<file path="src/rtl/led_fault_consts.vh">
/*
 Constants for the LED driver fault and current-setting register bank.
 Assumes inclusion by bare name from design files under rtl/.
*/
// What this block does
// Unused bit six masks string four faults
// Over-voltage flags set when drain exceeds threshold
// Not-used bits report strings treated unused
// Open flags set when string open detected
// Overcurrent-shutdown bit clears on read, enable low
// Overcurrent bit clears on read, enable low
// Over-temperature bit latches on rising edge
// Warning bit latches on rising edge
// Warning clears after read and live low
// Bit seven selects analog dimming source
// Seven-bit code sets current reference voltage
// Current setting resets to 0x7f
// Over-temp and flag clear after read, low
// Flag set and clear within one microsecond
// Fault flag is NOR of all faults
// Fault flag held low about 8 ms
// Clear-on-read acts at read completion
`ifndef LED_FAULT_CONSTS_VH
`define LED_FAULT_CONSTS_VH
`define ADDR_STR34      8'h06
`define ADDR_FAULT      8'h07
`define ADDR_CURRENT    8'h08
`define CURRENT_RESET   8'h7f
`define STR34_RESET     8'h00
`define BIT_STR4_UNUSED 6
`define BIT_STR3_UNUSED 7
`define BIT_OCSD        3
`define BIT_OC          2
`define BIT_OT          1
`define BIT_TW          0
// 8 ms at 20 MHz; sized to the counter so nothing is cut
`define HOLD_CYCLES     18'd160000
`define HOLD_W          18
`define VIS_BASE_MV     46
`define VIS_STEP_MV     2
`endif

</file>
<file path="src/rtl/led_fault_regs.v">
/*
 Register bank: string 3/4 status, fault register, LED current setting,
 and the active-low fault flag output.
 Assumes a serial bus front end on clk_sys delivering address, write strobe,
 data and a read-done pulse at the end of each read transaction. Live
 analog detector levels arrive asynchronously and are synchronised here.
*/
`default_nettype none
`include "led_fault_consts.vh"
module led_fault_regs #(
	parameter [`HOLD_W-1:0] HOLD_CYCLES = `HOLD_CYCLES
) (
	input  wire       clk_sys,
	input  wire       rst_b,
	input  wire       enable,
	input  wire [7:0] reg_addr,
	input  wire [7:0] wr_data,
	input  wire       wr_stb,
	input  wire       rd_done,
	output reg  [7:0] rd_data,
	input  wire [1:0] sink_drain_overvolt,
	input  wire [1:0] string_open_det,
	input  wire       overcurrent_live,
	input  wire       overcurrent_shutdown_live,
	input  wire       over_temp_live,
	input  wire       temp_warning_live,
	output reg  [6:0] led_current_code,
	output reg        analog_dim_select,
	output wire       fault_flag_out_b
);
	// Index 0 = string 3, index 1 = string 4
	reg [1:0] unused_r;
	reg [1:0] overvolt_r;
	reg [1:0] open_r;
	reg       ocsd_r;
	reg       oc_r;
	reg       ot_r;
	reg       tw_r;
	reg [7:0] s1_r;
	reg [7:0] s2_r;
	reg       en_s1_r;
	reg       en_s2_r;
	reg       ot_prev_r;
	reg       tw_prev_r;
	wire      hold_active;
	wire [1:0] ov_live  = s2_r[1:0];
	wire [1:0] op_live  = s2_r[3:2];
	wire      oc_live   = s2_r[4];
	wire      ocsd_live = s2_r[5];
	wire      ot_live   = s2_r[6];
	wire      tw_live   = s2_r[7];
	wire      fault_rd  = rd_done && (reg_addr == `ADDR_FAULT);
	wire      en_low    = !en_s2_r;
	// Report masked at once; stored flags only clear an edge later
	wire [1:0] ov_rep   = overvolt_r & ~unused_r;
	wire [1:0] op_rep   = open_r & ~unused_r;

	// Pins come from analog detectors outside this clock domain
	always @(posedge clk_sys or negedge rst_b) begin
		if (!rst_b) begin
			s1_r    <= 8'h00;
			s2_r    <= 8'h00;
			en_s1_r <= 1'b0;
			en_s2_r <= 1'b0;
		end else begin
			s1_r    <= {temp_warning_live, over_temp_live, overcurrent_shutdown_live,
				overcurrent_live, string_open_det, sink_drain_overvolt};
			s2_r    <= s1_r;
			en_s1_r <= enable;
			en_s2_r <= en_s1_r;
		end
	end

	genvar i;
	generate
		for (i = 0; i < 2; i = i + 1) begin : g_str
			// Enable low or the string's unused bit clears string faults
			always @(posedge clk_sys or negedge rst_b) begin
				if (!rst_b) begin
					overvolt_r[i] <= 1'b0;
					open_r[i]     <= 1'b0;
				end else if (unused_r[i]) begin
					overvolt_r[i] <= 1'b0;
					open_r[i]     <= 1'b0;
				end else if (en_low) begin
					overvolt_r[i] <= 1'b0;
					open_r[i]     <= 1'b0;
				end else begin
					if (ov_live[i])
						overvolt_r[i] <= 1'b1;
					if (op_live[i])
						open_r[i] <= 1'b1;
				end
			end
		end
	endgenerate

	always @(posedge clk_sys or negedge rst_b) begin
		if (!rst_b) begin
			unused_r          <= 2'b00;
			{analog_dim_select, led_current_code} <= `CURRENT_RESET;
		end else if (wr_stb) begin
			if (reg_addr == `ADDR_STR34) begin
				unused_r[1] <= wr_data[`BIT_STR4_UNUSED];
				unused_r[0] <= wr_data[`BIT_STR3_UNUSED];
			end else if (reg_addr == `ADDR_CURRENT) begin
				analog_dim_select <= wr_data[7];
				led_current_code  <= wr_data[6:0];
			end
		end
	end

	// Set wins over a clear arriving the same cycle
	always @(posedge clk_sys or negedge rst_b) begin
		if (!rst_b) begin
			ocsd_r    <= 1'b0;
			oc_r      <= 1'b0;
			ot_r      <= 1'b0;
			tw_r      <= 1'b0;
			ot_prev_r <= 1'b0;
			tw_prev_r <= 1'b0;
		end else begin
			ot_prev_r <= ot_live;
			tw_prev_r <= tw_live;
			if (ocsd_live)
				ocsd_r <= 1'b1;
			else if (fault_rd || en_low)
				ocsd_r <= 1'b0;
			if (oc_live)
				oc_r <= 1'b1;
			else if (fault_rd || en_low)
				oc_r <= 1'b0;
			if (ot_live && !ot_prev_r)
				ot_r <= 1'b1;
			else if (fault_rd && !ot_live)
				ot_r <= 1'b0;
			if (tw_live && !tw_prev_r)
				tw_r <= 1'b1;
			else if (fault_rd && !tw_live)
				tw_r <= 1'b0;
		end
	end

	always @* begin
		if (reg_addr == `ADDR_STR34) begin
			rd_data = {unused_r[0], unused_r[1], ov_rep[0], op_rep[0], unused_r[0],
				ov_rep[1], op_rep[1], unused_r[1]};
		end else if (reg_addr == `ADDR_FAULT) begin
			rd_data = {4'h0, ocsd_r, oc_r, ot_r, tw_r};
		end else if (reg_addr == `ADDR_CURRENT) begin
			rd_data = {analog_dim_select, led_current_code};
		end else begin
			rd_data = 8'h00;
		end
	end

	// Masked strings never reach the flag
	wire fault_any = (|ov_rep) | (|op_rep) | ocsd_r | oc_r | ot_r | tw_r;

	flag_hold_timer #(
		.HOLD_CYCLES (HOLD_CYCLES)
	) u_hold (
		.clk_sys       (clk_sys),
		.rst_b         (rst_b),
		.fault_any     (fault_any),
		.hold_active_r (hold_active)
	);

	assign fault_flag_out_b = !(fault_any | hold_active);
endmodule // led_fault_regs
`default_nettype wire

</file>
<file path="src/rtl/flag_hold_timer.v">
/*
 Holds the fault flag low for a fixed count after faults clear.
 Assumes one clock domain; fault_any is synchronous to clk_sys.
*/
`default_nettype none
`include "led_fault_consts.vh"
module flag_hold_timer #(
	parameter [`HOLD_W-1:0] HOLD_CYCLES = `HOLD_CYCLES
) (
	input  wire clk_sys,
	input  wire rst_b,
	input  wire fault_any,
	output reg  hold_active_r
);
	reg [`HOLD_W-1:0] cnt_r;
	always @(posedge clk_sys or negedge rst_b) begin
		if (!rst_b) begin
			cnt_r         <= {`HOLD_W{1'b0}};
			hold_active_r <= 1'b0;
		end else if (fault_any) begin
			cnt_r         <= HOLD_CYCLES;
			hold_active_r <= 1'b1;
		end else if (cnt_r != {`HOLD_W{1'b0}}) begin
			cnt_r         <= cnt_r - {{(`HOLD_W-1){1'b0}}, 1'b1};
			hold_active_r <= (cnt_r != {{(`HOLD_W-1){1'b0}}, 1'b1});
		end else begin
			hold_active_r <= 1'b0;
		end
	end
endmodule // flag_hold_timer
`default_nettype wire

</file>
<file path="config.mk">
export PLATFORM = sky130hd
export DESIGN_NAME = led_fault_regs
export DESIGN_NICKNAME = d
export VERILOG_FILES = /design/src/rtl/led_fault_regs.v /design/src/rtl/flag_hold_timer.v
export VERILOG_INCLUDE_DIRS = /design/src /design/src/rtl
export SDC_FILE = /design/constraint.sdc
export NUM_CORES = 1
export LEC_CHECK = 0
export BUFFER_PORTS_ARGS = -buffer_cell sky130_fd_sc_hd__buf_2
export CORE_MARGIN = 2
export CORE_UTILIZATION = 45
export DETAILED_ROUTE_END_ITERATION = 6
export GPL_TIMING_DRIVEN = 0
export PLACE_DENSITY = 0.67
export REMOVE_ABC_BUFFERS = 1
export SETUP_SLACK_MARGIN = 0.15
export SYNTH_ARGS = -nofsm -noshare
export SYNTH_HDL_FRONTEND = slang
export SYNTH_HIERARCHICAL = 1
export SYNTH_SLANG_ARGS = --single-unit
</file>
<file path="constraint.sdc">
create_clock -name clk_sys -period 2.8 [get_ports clk_sys]
set_input_delay 0.56 -clock clk_sys [delete_from_list [all_inputs] [get_ports clk_sys]]
set_output_delay 0.56 -clock clk_sys [all_outputs]
set_load 0.02 [all_outputs]
</file>
# Word level (Yosys, flattened, before mapping)
# Cells that the tools add are included.
dict set report word_totals {
  input_bits 29
  elab_cells 86
  reg_bits 57
}
dict set report op_classes {
  n_addsub 1
  n_eq_ne 8
  bitwise_logic 10
  n_reduce_logical 22
  muxes 26
}
# operator count
set op_table {}
lappend op_table {{$mux W18} 2}
lappend op_table {{$mux W8} 3}
lappend op_table {{$mux W1} 21}
lappend op_table {{$ne A18 B1 Y1 const B} 1}
lappend op_table {{$reduce_bool A18 Y1} 1}
lappend op_table {{$sub A18 B1 Y18 const B} 1}
lappend op_table {{$eq A8 B3 Y1 const B} 2}
lappend op_table {{$ne A3 B3 Y1 const B} 4}
lappend op_table {{$reduce_bool A2 Y1} 5}
lappend op_table {{$eq A8 B4 Y1 const B} 1}
lappend op_table {{$logic_not A1 Y1} 6}
lappend op_table {{$or A1 B1 Y1} 6}
lappend op_table {{$logic_and A1 B1 Y1} 5}
lappend op_table {{$and A2 B2 Y2} 2}
lappend op_table {{$reduce_or A2 Y1} 2}
lappend op_table {{$reduce_and A3 Y1} 1}
lappend op_table {{$not A2 Y2} 1}
lappend op_table {{$reduce_and A2 Y1} 1}
lappend op_table {{$logic_or A1 B1 Y1} 1}
lappend op_table {{$not A1 Y1} 1}

# Longest topological paths before layout
dict set report logic_depth {
  ltp_word 10
  mapped_depth 7
}

# Hierarchy
# The synthesis kept the hierarchy.
# mod cells_each n_inst area_each_um2
set by_module_without_submodules {}
lappend by_module_without_submodules {led_fault_regs 104 1 1453.9}
lappend by_module_without_submodules {flag_hold_timer 114 1 1061.0}

# Worst setup path before layout
# No wires, ideal clock.
dict set report synth_timing {
  kind {in2out}
  from {input port reg_addr[5]}
  to {output port rd_data[0]}
  path_buffers 0
  stages 3
  arrival_ns 1.920
  setup_slack_ns 0.320
  path_cell_list {or4_4 > nor4_2 > a221o_1}
}
dict set report synth_between {
  elab_chain_len 4
  word_cells_on_any_way 6
  classes_between {3 x eq/ne; 3 x mux}
}
# item line
set synth_lines {}
lappend synth_lines {{start: declaration} led_fault_regs.v:16} ;# input wire [7:0] reg_addr,
lappend synth_lines {{$eq A8 B4 Y1 (no source line)} --}
lappend synth_lines {{$mux W8} led_fault_regs.v:150} ;# end else if (reg_addr == `ADDR_CURRENT) begin
lappend synth_lines {{$mux W8} led_fault_regs.v:148} ;# end else if (reg_addr == `ADDR_FAULT) begin
lappend synth_lines {{$mux W8 *} led_fault_regs.v:145} ;# if (reg_addr == `ADDR_STR34) begin
lappend synth_lines {{end: declaration} led_fault_regs.v:20} ;# output reg [7:0] rd_data,
# Every way passes the cells marked *; elsewhere a longest branch is shown, timed or not.

# Final worst setup path
dict set report layout_timing {
  from {input port reg_addr[6]}
  to {output port rd_data[1]}
}
# Same word-level chain as after synthesis.

==> metrics.md <==
| Metric | Value |
|---|---|
| Vias in the first global route | between 1500 and 2000 |
| Asr flop ratio synth | 100% |
| H-tree Lvls | 3 |
| Post-synthesis cell type count | 46 |
| Total Routing Usage GR | 17.1% |
| Number of buffers inserted by hold repair at cts | 0 |
| Crit Path Category | in2out |
| Number of synthesized flops with an enable pin | 0 |
| Drt wl/cell | 15.0 µm |
| Initial antenna violation count | 0 |
| Design area | 0.00308 mm² |
| CP arrival | 2.08 ns |
| Register area | 0.00144 mm² |
| Endpoints failing hold | 0 |
| Achievable frequency | 379 MHz |
| Via count | 1877 |
| DP Area | between 0.002 and 0.003 mm² |
| Worst Reg2Reg Path Length in Cells | 4 |
| Max_slew headroom | 53.7% |
| Crit share post-route | 94.3% |
| Synth Instances | approximately 220 |
| Outcome | finished, final reports clean |
| Drt drc | 0 |
| Leakage | 1.40 nW |
| Final worst setup slack | 0.159 ns |
| Post-synthesis sequential area ratio | a little under three fifths |
| RePlAce Congestion | 0.784 |
| Most common cell after layout, fill and taps aside | dfrtp_1 |
| Diodes inserted | 0 |
| CP Launch Point | reg_addr[6] |
| CP startpoint kind | primary input |
| GR Overflow Total | 0 |
| Drt pass-1 iters | 4 |
| Most frequent cells in the layout | dfrtp_1, buf_2, nor2_1 |
| Final setup fails | 0 |
| DIE AREA | ~0.0062 mm² |
| R2R Path End | u_hold/cnt_r[17] |
| Power Density | 553 mW/mm² |
| Yosys reg bits | 57 |
| Clock-pin slew on the worst setup and hold paths | about 0.070 ns |
| Share of cells above drive strength 1 | between 30% and 40% |
| Skew final | 0.00791 ns |
| First-pass GRT wire length | 8180 µm |
| Iter 0 DRT Violations | 63 |
| Peak fanout along the critical path | 7 |
| Critical path destination | rd_data[1] |
| Initial core utilization | 46.2% |
| Hold WC Path Type | in2async |
| Synth top area cells | dfrtp_1, dfstp_2, mux2_4 |
| Worst EP required | 2.24 ns |
| Area leader, netlist | dfrtp_1 |
| Die width | 78.8 µm |
| FILL cells | 458 |
| I/O Buffers | 45 |
| Root Driver | clkbuf_8 |
| Max Cap Viol | 0 |
| Largest net degree at the start of global routing | between 50 and 60 |
| Hpwl dp | 3320 µm |
| Synth top area share | 49.8% |
| Net count, final | 301 |
| Layout Utilization | 56.7% |
| Crit end category | primary output |
| RR Startpoint | u_hold/cnt_r[9] |
| Multi-input gate area | ~0.0011 mm² |
| Area Growth Syn to Fin | 22.5% |
| Num CTS Buffers | 9 |
| Clk sink count | 57 |
| Worst-Skew Late Latency | 0.33 ns |
| Commonest register cell after synthesis | dfrtp_1 |
| Clock tree buffer depth | 2 |
| Routed wire length | 5210 µm |
| Pre-CTS setup slack | -0.0948 ns |
| TNS Setup | 0 ns |
| RSZ-0062 raised after global routing | false |
| R2R setup slack | 0.37 ns |
| Fin. max-slew vios | 0 |
| Core area | 0.00544 mm² |
| Worst Tran Pin Value | 0.694 ns |
| Mapped Avg Cell Area | 11.5 µm² |
| Row count | 27 |
| Io pins | 46 |
| Final min period | roughly 2.6 ns |
| Post-Syn Area | ~0.0025 mm² |
| Final ANT Viol Nets | 0 |
| Drt via density | 5.41 |
| VDD IR max | between 0.3 and 0.4 mV |
| Yosys warns | 6 |
| Die H | 78.8 µm |
| TritonCTS clock tree | yes |
==> worst min-delay path by stage <==
stage,from,end,slack (ns),depth (start not counted)
2_1_floorplan,rst_b,analog_dim_select,0.26,0
3_3_place_gp,s1_r[2],s2_r[2],0.33,0
3_5_place_dp,s1_r[2],s2_r[2],0.33,0
4_1_cts,sink_drain_overvolt[1],s1_r[1],0.31,1
5_1_grt,sink_drain_overvolt[1],s1_r[1],0.31,1
6_report,rst_b,overvolt_r[1],0.26,1
==> report_power, final <==
part           switching (W)  internal, W
sequential         0.0000172     0.000855
combinational      0.0000510    0.0000361
clock               0.000337     0.000408
total               0.000405      0.00130
==> logic make-up after synthesis <==
kind of cell,share of synthesized area (%)
mux,6.57
fa+ha+maj,0.995
compound gates,12.9
buf+inv,3.08
flops,57.1
simple gates,19.4
==> flip-flops by register name, summed over array words and instances, names as in the netlist <==
name,count
open_r,2
analog_dim_select,1
s1_r,8
oc_r,1
ocsd_r,1
u_hold/hold_active_r,1
en_s2_r,1
led_current_code,7
ot_r,1
s2_r,8
tw_prev_r,1
u_hold/cnt_r,18
en_s1_r,1
ot_prev_r,1
tw_r,1
overvolt_r,2
unused_r,2
==> routing by layer <==
layer	part of all wire, %	track usage [%]
met1	43	20.1
met2	49	28.8
met3	5.0	4.09
met4	2.3	9.47
met5	0	0
==> critical path: stages <==
cell     delay, ns
buf_2         0.12
or4_4         0.60
nor4_4        0.30
buf_4         0.20
a221o_1       0.15
buf_2         0.16
==> synth_stat cells, types with 2 or more instances <==
| cell | n |
|---|---|
| nor2b_1 | 3 |
| or3_1 | 5 |
| nand2_1 | 7 |
| dfrtp_1 | 50 |
| nand3b_1 | 2 |
| o21ai_0 | 7 |
| nor2_1 | 23 |
| inv_1 | 10 |
| o31ai_1 | 4 |
| o41ai_1 | 2 |
| nand3_1 | 2 |
| nor4_1 | 10 |
| a211oi_1 | 2 |
| a221o_1 | 5 |
| or4_1 | 8 |
| a21oi_1 | 11 |
| ha_1 | 2 |
| nor3_1 | 5 |
| a21o_1 | 4 |
| buf_2 | 2 |
| a31o_2 | 3 |
| or4_4 | 2 |
| mux2_2 | 4 |
| nand4_1 | 2 |
| mux2_4 | 8 |
| dfstp_2 | 7 |
| a22o_1 | 2 |
| nand2b_1 | 4 |
| clkbuf_1 | 5 |
==> per-stage QoR <==
step           total power (W)  hold WS [ns]  cells
2_1_floorplan         0.000916         0.264    210
3_3_place_gp          0.000967         0.334    327
3_5_place_dp          0.000970         0.335    328
4_1_cts                0.00172         0.315    344
5_1_grt                0.00177         0.311    347
6_report               0.00170         0.262    347
==> final cells by class <==
class / instances / share of cell area (%)
Clock buffer: 9 / 4.02
Clock inverter: 7 / 2.31
Inverter: 10 / 1.22
Multi-Input combinational cell: 144 / 34.6
Sequential cell: 57 / 46.6
Tap cell: 72 / 2.92
Timing Repair Buffer: 48 / 8.36
==> what timing repair did <==
item                                    4_1_cts  5_1_grt
setup buffers                                 0        2
gates resized for setup                       1        6
cloned                                        0        1
endpoints found under the setup margin        8       10
pin swaps                                     1        2
endpoints found under the hold margin         0        0
Power figures use the tool's default switching activity.
